`src/design/msc_pkg.sv`:
```
package msc_pkg;
  // ----------------------------------------------------------------
  // speed source encodings
  // ----------------------------------------------------------------
  typedef enum logic [1:0] {
    MSC_SRC_ANALOG = 2'h0,  // amplitude on the speed pin
    MSC_SRC_DUTY   = 2'h1,  // duty cycle on the speed pin
    MSC_SRC_HOST   = 2'h2,  // value written by the host
    MSC_SRC_FREQ   = 2'h3   // frequency on the speed pin
  } msc_src_t;

  // ----------------------------------------------------------------
  // widths and timing
  // ----------------------------------------------------------------
  localparam int MSC_CMD_W = 16;              // speed command width, full scale all ones
  localparam int MSC_CNT_W = 24;              // period counter width
  localparam int MSC_CLK_HZ = 200000000;      // core clock rate
  localparam int MSC_FULL_FREQ_HZ = 10000;    // full-scale speed pin frequency
  localparam int MSC_FULL_FREQ_CYC = MSC_CLK_HZ / MSC_FULL_FREQ_HZ;
  localparam logic [MSC_CMD_W-1:0] MSC_CMD_FULL = 16'hffff;
  localparam logic [MSC_CMD_W-1:0] MSC_CMD_ZERO = 16'h0000;
  localparam logic [MSC_CNT_W-1:0] MSC_CNT_ZERO = 24'h000000;
  localparam logic [MSC_CNT_W-1:0] MSC_CNT_MAX = 24'hffffff;
  // duty band divisors: period cycles for the low and high band, log2
  localparam int MSC_BAND_LO_SH = 16;         // periods up to 65536 cycles
  localparam int MSC_BAND_HI_SH = 12;         // periods up to 4096 cycles
endpackage : msc_pkg

```
`src/design/msc_meas_if.sv`:
```
// measured period hand-off between the pin timer and the core
interface msc_meas_if;
  logic [23:0] period;   // cycles between two rising edges
  logic [23:0] high;     // high cycles in that period
  logic strobe;          // one cycle when a new period is ready
  modport timer (output period, output high, output strobe);
  modport core (input period, input high, input strobe);
endinterface : msc_meas_if

```
`src/design/msc_pin_timer.sv`:
```
module msc_pin_timer
(
  input wire logic clk_i,
  input wire logic reset_i,
  input wire logic enable_i,
  input wire logic pin_i,          // already synchronised
  msc_meas_if.timer meas
);
  import msc_pkg::*;

  // ----------------------------------------------------------------
  // period and high-time counters
  // ----------------------------------------------------------------
  logic prev_q;                      // last pin level for edge detect
  logic [MSC_CNT_W-1:0] cnt_q;       // cycles since the last rise
  logic [MSC_CNT_W-1:0] hi_q;        // high cycles since the last rise
  logic [MSC_CNT_W-1:0] per_q;       // captured period
  logic [MSC_CNT_W-1:0] hcap_q;      // captured high time
  logic stb_q;                       // capture strobe
  wire rise = pin_i & ~prev_q;
  wire cnt_sat = (cnt_q == MSC_CNT_MAX);

  // counters saturate so the first period after a stopped input reads as the slowest period
  always_ff @(posedge clk_i)
  begin
    if (reset_i)
    begin
      prev_q <= 1'b0;
      cnt_q <= MSC_CNT_ZERO;
      hi_q <= MSC_CNT_ZERO;
      per_q <= MSC_CNT_ZERO;
      hcap_q <= MSC_CNT_ZERO;
      stb_q <= 1'b0;
    end
    else if (enable_i)
    begin
      prev_q <= pin_i;
      stb_q <= rise;
      if (rise)
      begin
        per_q <= cnt_q;
        hcap_q <= hi_q;
        cnt_q <= 24'h000001;
        hi_q <= 24'h000001;
      end
      else if (!cnt_sat)
      begin
        cnt_q <= cnt_q + 24'h000001;
        hi_q <= hi_q + {23'h000000, pin_i};
      end
    end
  end

  assign meas.period = per_q;
  assign meas.high = hcap_q;
  assign meas.strobe = stb_q;
endmodule : msc_pin_timer

```
`src/design/msc_speed_fault.sv`:
```
module msc_speed_fault
#(
  parameter int CMD_W = 16,
  parameter int CUR_W = 12,
  parameter int DESYNC_CYC = 2000000,         // longest zero-crossing gap while driving
  parameter int ABSENT_CYC = 1000000          // how long current must stay low
)
(
  input wire logic clk_i,
  input wire logic reset_i,
  input wire logic clk_en_i,
  input wire msc_pkg::msc_src_t speed_source_select_i,
  input wire logic pwm_input_band_i,          // 0 low band, 1 high band
  input wire logic override_i,
  input wire logic [CMD_W-1:0] host_speed_i,
  input wire logic [CMD_W-1:0] analog_level_i, // sampled converter result
  input wire logic speed_pin_i,               // asynchronous pin
  input wire logic zero_cross_i,              // asynchronous comparator event level
  input wire logic [CUR_W-1:0] phase_current_i,
  input wire logic [CUR_W-1:0] per_cycle_current_level_i,
  input wire logic [CUR_W-1:0] absent_load_current_level_i,
  input wire logic [23:0] overspeed_limit_i,  // in zero-crossings per 2^24 cycles
  input wire logic pwm_cycle_start_i,         // one pulse per pwm cycle
  input wire logic fault_clear_i,             // host clear pulse
  output logic [CMD_W-1:0] speed_command_o,
  output logic commutate_o,
  output logic drive_enable_o,
  output logic [23:0] zc_period_o,
  output logic overspeed_fault_o,
  output logic desync_fault_o,
  output logic absent_load_fault_o,
  output logic per_cycle_current_fault_o
);
  import msc_pkg::*;

  // ----------------------------------------------------------------
  // input synchronisers
  // ----------------------------------------------------------------
  logic [1:0] pin_sync_q;       // speed pin, stage 0 read by stage 1 only
  logic [1:0] zc_sync_q;        // zero-cross level
  logic zc_prev_q;              // for edge detect on the second stage
  always_ff @(posedge clk_i)
  begin
    if (reset_i)
    begin
      pin_sync_q <= 2'h0;
      zc_sync_q <= 2'h0;
      zc_prev_q <= 1'b0;
    end
    else if (clk_en_i)
    begin
      pin_sync_q <= {pin_sync_q[0], speed_pin_i};
      zc_sync_q <= {zc_sync_q[0], zero_cross_i};
      zc_prev_q <= zc_sync_q[1];
    end
  end
  wire zc_event = zc_sync_q[1] & ~zc_prev_q;

  // ----------------------------------------------------------------
  // speed pin timing
  // ----------------------------------------------------------------
  msc_meas_if meas ();
  msc_pin_timer u_timer
  (
    .clk_i(clk_i),
    .reset_i(reset_i),
    .enable_i(clk_en_i),
    .pin_i(pin_sync_q[1]),
    .meas(meas)
  );

  // ----------------------------------------------------------------
  // command decode per source
  // ----------------------------------------------------------------
  // duty: high time over period, approximated by band shift to save a divider
  wire [39:0] duty_lo = {16'h0000, meas.high} << (CMD_W - MSC_BAND_LO_SH);
  wire [39:0] duty_hi = {16'h0000, meas.high} << (CMD_W - MSC_BAND_HI_SH);
  wire [39:0] duty_sel = pwm_input_band_i ? duty_hi : duty_lo;
  wire duty_over = (duty_sel[39:CMD_W] != 24'h000000);
  wire [CMD_W-1:0] duty_cmd = duty_over ? MSC_CMD_FULL : duty_sel[CMD_W-1:0];
  // frequency: full when period at or below the full-scale period
  localparam logic [23:0] FULL_PER = 24'(MSC_FULL_FREQ_CYC);
  localparam logic [39:0] FREQ_NUM = 40'(MSC_FULL_FREQ_CYC) * 40'h000000ffff;
  wire per_zero = (meas.period == MSC_CNT_ZERO);
  wire [39:0] freq_q40 = per_zero ? 40'h0 : FREQ_NUM / {16'h0000, meas.period};
  wire [CMD_W-1:0] freq_cmd = (!per_zero && meas.period <= FULL_PER) ? MSC_CMD_FULL
                                : freq_q40[CMD_W-1:0];
  logic [CMD_W-1:0] duty_q;     // latched duty command
  logic [CMD_W-1:0] freq_q;     // latched frequency command
  always_ff @(posedge clk_i)
  begin
    if (reset_i)
    begin
      duty_q <= MSC_CMD_ZERO;
      freq_q <= MSC_CMD_ZERO;
    end
    else if (clk_en_i && meas.strobe)
    begin
      duty_q <= duty_cmd;
      freq_q <= freq_cmd;
    end
  end

  // ----------------------------------------------------------------
  // source selection
  // ----------------------------------------------------------------
  logic [CMD_W-1:0] pin_cmd;
  always_comb
  begin
    case (speed_source_select_i)
      MSC_SRC_ANALOG: pin_cmd = analog_level_i;
      MSC_SRC_DUTY: pin_cmd = duty_q;
      MSC_SRC_FREQ: pin_cmd = freq_q;
      MSC_SRC_HOST: pin_cmd = host_speed_i;
      default: pin_cmd = MSC_CMD_ZERO;
    endcase
  end
  wire [CMD_W-1:0] cmd_d = override_i ? host_speed_i : pin_cmd;
  logic [CMD_W-1:0] cmd_q;
  always_ff @(posedge clk_i)
  begin
    if (reset_i)
      cmd_q <= MSC_CMD_ZERO;
    else if (clk_en_i)
      cmd_q <= cmd_d;
  end
  assign speed_command_o = cmd_q;
  assign commutate_o = (cmd_q != MSC_CMD_ZERO);

  // ----------------------------------------------------------------
  // zero-crossing interval and speed faults
  // ----------------------------------------------------------------
  logic [23:0] gap_q;           // cycles since the last crossing
  logic [23:0] zc_per_q;        // last measured interval
  logic over_q, desync_q, absent_q, pcl_q;
  logic [31:0] low_cnt_q;       // cycles with current below absent level
  localparam logic [23:0] DESYNC_LIM = 24'(DESYNC_CYC);
  localparam logic [31:0] ABSENT_LIM = 32'(ABSENT_CYC);
  // speed exceeds limit when the interval is shorter than 2^24/limit
  wire [23:0] lim_per = (overspeed_limit_i == 24'h0) ? 24'h0
                        : 24'(25'h1000000 / {1'b0, overspeed_limit_i});
  wire over_evt = zc_event && (gap_q < lim_per) && commutate_o;
  wire desync_evt = commutate_o && (gap_q >= DESYNC_LIM);
  wire cur_low = phase_current_i < absent_load_current_level_i;
  wire absent_evt = commutate_o && (low_cnt_q >= ABSENT_LIM);
  wire pcl_hit = phase_current_i >= per_cycle_current_level_i;
  logic cut_q;                  // drive cut for the rest of this pwm cycle

  // interval timer restarts on each crossing and saturates when stalled
  always_ff @(posedge clk_i)
  begin
    if (reset_i)
    begin
      gap_q <= 24'h0;
      zc_per_q <= 24'h0;
      low_cnt_q <= 32'h0;
      cut_q <= 1'b0;
    end
    else if (clk_en_i)
    begin
      if (zc_event)
      begin
        zc_per_q <= gap_q;
        gap_q <= 24'h000001;
      end
      else if (gap_q != MSC_CNT_MAX)
        gap_q <= gap_q + 24'h000001;
      low_cnt_q <= (cur_low && commutate_o && low_cnt_q != 32'hffffffff)
                   ? low_cnt_q + 32'h1 : (cur_low ? low_cnt_q : 32'h0);
      // new pwm cycle releases the cut, a hit within it cuts again
      if (pwm_cycle_start_i)
        cut_q <= 1'b0;
      else if (pcl_hit)
        cut_q <= 1'b1;
    end
  end
  assign drive_enable_o = commutate_o && !cut_q && !pcl_hit;
  assign zc_period_o = zc_per_q;

  // sticky flags: a new event wins over the host clear
  always_ff @(posedge clk_i)
  begin
    if (reset_i)
    begin
      over_q <= 1'b0;
      desync_q <= 1'b0;
      absent_q <= 1'b0;
      pcl_q <= 1'b0;
    end
    else if (clk_en_i)
    begin
      over_q <= over_evt | (over_q & ~fault_clear_i);
      desync_q <= desync_evt | (desync_q & ~fault_clear_i);
      absent_q <= absent_evt | (absent_q & ~fault_clear_i);
      pcl_q <= (pcl_hit & commutate_o) | (pcl_q & ~fault_clear_i);
    end
  end
  assign overspeed_fault_o = over_q;
  assign desync_fault_o = desync_q;
  assign absent_load_fault_o = absent_q;
  assign per_cycle_current_fault_o = pcl_q;
endmodule : msc_speed_fault

```
`config.mk`:
```
export PLATFORM = sky130hd
export DESIGN_NAME = msc_speed_fault
export DESIGN_NICKNAME = d
export VERILOG_FILES = /design/src/design/msc_pkg.sv /design/src/design/msc_meas_if.sv /design/src/design/msc_pin_timer.sv /design/src/design/msc_speed_fault.sv
export SDC_FILE = /design/constraint.sdc
export NUM_CORES = 2
export LEC_CHECK = 0
export BUFFER_PORTS_ARGS = -buffer_cell sky130_fd_sc_hd__buf_4
export CAP_MARGIN = 20
export CORE_MARGIN = 10
export CORE_UTILIZATION = 45
export CTS_CLUSTER_SIZE = 30
export DETAILED_ROUTE_END_ITERATION = 8
export GPL_TIMING_DRIVEN = 0
export PLACE_DENSITY_LB_ADDON = 0.12
export REMOVE_ABC_BUFFERS = 1
export SYNTH_ARGS = -nofsm -noshare
export SYNTH_HDL_FRONTEND = slang
export SYNTH_SLANG_ARGS = --single-unit
```
`constraint.sdc`:
```
create_clock -name clk_i -period 146.7 [get_ports clk_i]
set_clock_uncertainty 0.15 [all_clocks]
set_input_delay 29.34 -clock clk_i [delete_from_list [all_inputs] [get_ports clk_i]]
set_output_delay 29.34 -clock clk_i [all_outputs]
set_load 0.02 [all_outputs]
```
* Yosys cells after proc, flatten, opt, wreduce, memory -nomap -nowiden *
Index checks and enable logic that the tools add are counted.

word-level totals
  output and inout bits = 46
  register bits after elaboration = 236
  input port bits = 103

cells by class
  equality and inequality tests = 8
  mux-type cells = 17
  bitwise operators = 14
  div/mod/pow operators = 2
  $add $sub $neg = 4
  $lt $le $gt $ge = 6
  reductions and logical operators = 26

operators by type and width
  kind                      number
  $mux W24                  7
  $mux W16                  4
  $mux W32                  2
  $pmux W16 S4              1
  $add A24 B1 Y24 const B   2
  $logic_not A24 Y1         2
  $div A31 B24 Y40 const A  1
  $add A32 B1 Y32 const B   1
  $ge A32 B20 Y1 const B    1
  $ne A32 B32 Y1 const B    1
  $mux W28                  1
  $div A25 B24 Y25 const A  1
  $add A24 B1 Y24           1
  $eq A24 B24 Y1 const B    1
  $ge A24 B21 Y1 const B    1
  $le A24 B15 Y1 const B    1
  $lt A24 B24 Y1            1
  $ne A24 B24 Y1 const B    1
  $reduce_bool A24 Y1       1
  $reduce_bool A16 Y1       1
  $ge A12 B12 Y1            1
  $lt A12 B12 Y1            1
  $reduce_and A2 Y1         6
  $logic_and A1 B1 Y1       10
  10 further kinds          27

* Logic depth before layout (Yosys ltp) *
  depth after elaboration = 6
  depth in mapped cells = 597

* Cells and area by module *
A second synthesis with hierarchy kept.

unflattened totals
  cell total of the unflattened synthesis = 9,883
  area, all modules = 68,593.3 um^2

modules (own cells, without submodules)
  module           times used  cells each  sequential area each (um^2)  area each (um^2)
  msc_speed_fault  1           9,333       2,762.6                      64,187.8
  msc_pin_timer    1           550         1,961.9                      4,405.5

* Least setup slack after synthesis *
Ideal clock, no wire load.

  path type = register to register
  start = register u_timer.per_q[0], in the netlist u_timer.meas.period[0]
  end = register freq_q[0]
  stages on the path, launching flop included = 572
  required time = 146,430 ps
  slack = 33,919 ps
  setup time = 120 ps
  clock period less this slack = 112,781 ps
  arrival = 112,511 ps
  cells stage by stage = dfxtp_1 > buf_2 > clkbuf_1 > inv_1 > clkbuf_1 > clkbuf_1 > buf_1 > ha_1 > nor4b_1 > and3_1 > ha_1 > a21o_1 > a22o_1 > and2_1 > ha_1 > o211ai_1 > a21oi_1 > a21oi_1 > [... 536 more ...] > nor2_1 > a21oi_1 > ha_1 > a21oi_1 > nor2b_1 > o21ai_0 > nand2b_1 > a21oi_1 > nor2b_1 > o21ai_0 > nand2b_1 > a21oi_1 > nor3_1 > a2111o_1 > nor4bb_1 > o221ai_1 > a2111o_1 > a211o_1

between the ends
  cells in the longest elaborated chain, start to end = 4

ends and longest elaborated chain
  what                                                      RTL line                RTL
  start: declaration                                        msc_pin_timer.sv:17     logic [MSC_CNT_W-1:0] per_q;
  start signal: assignment                                  msc_pin_timer.sv:41     per_q <= cnt_q;
  branches (longest 3 deep; another with $div A31 B24 Y40)  --
  $mux W16 (*)                                              msc_speed_fault.sv:86   wire [CMD_W-1:0] freq_cmd = (!per_zero && meas.period <= FULL_PER) ? MSC_CMD_FULL
  end signal: assignment                                    msc_speed_fault.sv:100  freq_q <= freq_cmd;
  end: declaration                                          msc_speed_fault.sv:89   logic [CMD_W-1:0] freq_q;

Every way passes the cells marked *.
A chain may end at the register's enable or synchronous reset.

* Worst setup path in the final report *
Ends and elaborated chain as after synthesis.

==> key figures <==
Run status
  • Status: complete, no violations

Die
  • Core Area: 152,000 um2
  • Die Height: 410 um
  • I/O pin cnt: 149
  • Initial Utilization: 45.2%
  • Die Wd: 410 um
  • Die area: 168,000 um2
  • Site Rows: 143

Routing
  • Initial DRC Count: 5,449
  • TritonRoute pass-1 iters: 6
  • Wirelength per Cell: 18.7 um
  • DRC viols: 0
  • Routed vias: 73,175
  • Routed vias/inst: 6.13
  • Drt total wl: 223,000 um
  • DRT antenna net count: 0

Synth
  • Synth warnings: 0
  • Synth Flop Type: dfxtp_1
  • Post-synth design cell area: 68,500 um2
  • Top cell type's share of synthesized area: 18.2%
  • Post-Syn Instances: 9,960
  • Post-synth EDFFs: 0
  • Fraction of registers with async set/reset: 0%
  • Post-synthesis sequential area ratio: 6.89%
  • Synthesized area per cell: 6.88 um2
  • Yosys reg bits: 236
  • Post-synth top area cell: ha_1
  • Yosys cell types: 121
  • Synth top area cells: ha_1 (18%), a21oi_1 (7.6%), dfxtp_1 (6.9%)

Final layout
  • Fin cells: 11,938
  • Nets: 10,989
  • Util after Layout: 48.3%
  • Area delta synth->final: 6.96%
  • Layout cells sized above 1: 6.97%
  • Final-layout fill cell count: 15,516

Clocking
  • Total CTS buffers: 24
  • CTS clock-pin slew for the worst setup and hold paths: 60 ps
  • Sink Count: 236
  • Post-CTS Setup Bufs: 0
  • Later-pin clock latency in the skew report: 540 ps
  • Max H-tree Level: 1
  • CTS tree: done
  • Clock Path Buffers: 3
  • Root buffer cell: clkbuf_16

Placed design
  • Port Buffers: 148
  • Hpwl dp: 177,000 um
  • Post-Place Cells: 11,889
  • GP Congestion: 0.908

Worst setup path
  • Crit-path slowest cell: a2111oi_4
  • Reg2reg setup slack: 9920 ps
  • Cell family with most CP delay: compound AO/OA/AOI/OAI gates
  • Critical path endpoint category: flip-flop
  • Critical Path RT: 146,970 ps
  • WS Path Type: flip-flop to flip-flop
  • RR Endpoint: freq_q[0]
  • Reg2reg start: u_timer.meas.period[0]
  • Worst path most repeated cell: a21oi_1
  • CP Launch Type: flip-flop
  • CP Buf/Inv Count: 17
  • Crit path DAT: 137,060 ps
  • Crit-path max cell delay: 930 ps
  • Worst reg2reg path depth: 514
  • Largest fanout on the critical path: 53

Timing
  • Final hold viol count: 0
  • RSZ-0062 raised after global routing: no
  • Final min period: 136,780 ps
  • Setup tns final: 0 ps
  • Count of final setup violators: 0
  • Hold slack: 305 ps
  • Final worst-path cycle share: 93.2%
  • Max-slew headroom: 24.8%
  • Slew at the pin closest to its max-slew limit: 1130 ps
  • Max frequency: 7.31 MHz
  • Fin. max-slew vios: 0

Run
  • Max-cap viol count: 0

Min path
  • HP Start: u_timer.meas.high[16]
  • Hold Path End: u_timer.meas.high[16]
  • Hold path cells: 2
  • Worst Hold Class: flip-flop to flip-flop

Global routing
  • GRT Residual Overflow: 0
  • First-pass GRT wire length: 355,000 um
  • Vias in the first global route: 68,190
  • Gr usage total: 24.8%
  • Largest net degree at the start of global routing: 92
  • Initial antenna violation count: 1
-- how the worst max path moves through the flow --
stage | start | end | slack [ps] | cells past startpoint
after detailed placement | u_timer.meas.period[0] | freq_q[0] | 11970 | 515
after CTS | u_timer.meas.period[0] | freq_q[0] | 11190 | 516
final | u_timer.meas.period[0] | freq_q[0] | 9920 | 514
after global routing | u_timer.meas.period[0] | freq_q[0] | 150 | 519
after floorplan | u_timer.meas.period[0] | freq_q[0] | 30100 | 500
after global placement | u_timer.meas.period[0] | freq_q[0] | -10380 | 490
-- final cells by class --
type,count,area (um2),area share (%)
multi-input cells,8974,61100,83.3
flip-flops and latches,236,4730,6.45
clock buffers,38,744,1.02
diodes,2,5.00,0.00683
repair buffers,227,2540,3.47
well taps,2030,2540,3.46
inverters,426,1600,2.18
clock inverters,5,61.3,0.0836
-- state kept, by name, indices dropped and copies added, names as in the netlist --
signal / flops
absent_load_fault_o: 1
cut_q: 1
desync_fault_o: 1
duty_q: 16
freq_q: 16
gap_q: 24
low_cnt_q: 32
overspeed_fault_o: 1
per_cycle_current_fault_o: 1
pin_sync_q: 2
speed_command_o: 16
u_timer.cnt_q: 24
u_timer.hi_q: 24
u_timer.meas.high: 24
u_timer.meas.period: 24
u_timer.meas.strobe: 1
u_timer.prev_q: 1
zc_period_o: 24
zc_prev_q: 1
zc_sync_q: 2
-- cells in the final DEF (no fill, tap or decap), types with 25 or more instances in the layout --
master,count
a211o_1,37
a211oi_1,105
a21boi_0,39
a21o_1,373
a21oi_1,1032
a31oi_1,78
and2_1,80
and3_1,97
and4_1,27
buf_16,25
buf_4,163
clkbuf_16,25
dfxtp_1,235
ha_1,996
inv_1,402
mux2_2,191
mux2i_1,95
nand2_1,964
nand2b_1,265
nand3_1,270
nand4_1,110
nor2_1,1047
nor2b_1,114
nor3_1,233
nor4_1,56
o2111ai_1,36
o211ai_1,83
o21a_1,312
o21ai_0,646
o21ai_1,26
o21bai_1,66
o221ai_1,33
o31ai_1,146
or2_2,67
or3_1,99
or4_1,32
xnor2_1,412
xor2_1,270
-- tightest hold or removal path, cell delays in order (launching register included) --
cell and delay (ps):
dfxtp_1 310, nand2_1 50, a21oi_1 50
-- metrics by stage --
step           setup slack [ps]  cell area, um2
2_1_floorplan             30100           67200
3_3_place_gp             -10380           70900
3_5_place_dp              11970           72500
4_1_cts                   11190           73300
5_1_grt                     152           73300
6_report                   9920           73300
-- synthesized netlist by cell type, types with 36 or more instances --
cell       instances
o21a_1           312
nor4_1            58
xnor2_1          412
a31oi_1           79
o21ai_0          646
a21o_1           373
clkbuf_1         255
a211o_1           37
nand2b_1         266
nand2_1          966
xor2_1           270
and2_1            81
a21boi_0          39
nor2_1          1055
and3_1            97
o31ai_1          146
dfxtp_1          236
or3_1             99
o21bai_1          67
a21oi_1         1035
ha_1             997
nor3_1           233
a211oi_1         106
mux2i_1           95
nand3_1          270
nand4_1          110
inv_1            425
buf_1             36
o2111ai_1         36
o211ai_1          83
mux2_2           191
or2_2             67
nor2b_1          114
-- timing repair --
| action | 4_1_cts | 5_1_grt |
|---|---|---|
| setup endpoints to repair | 0 | 1 |
| hold buffers | 0 | 0 |
| resized for setup | 0 | 1 |
-- kinds of logic after synthesis --
kind of cell | Yosys count | synth area share, %
multiplexers | 291 | 4.61
flip-flops | 236 | 6.89
AND/OR/NAND/NOR | 3604 | 25.2
XOR/XNOR | 683 | 8.74
AO/OA/AOI/OAI | 3399 | 32.1
adder cells (fa/ha/maj) | 997 | 18.2
buffers and inverters | 750 | 4.23
-- per-layer routing --
layer	GRT usage, %	vias up	part of all wire [%]
met4	5.80	0	2.3
li1	-	36645	-
met1	33.8	34456	47
met3	1.57	293	4.9
met5	0	-	0
met2	42.3	1781	46
Power is not shown: default switching activity piles up to over one toggle a cycle in this logic, so the estimate is an artifact.
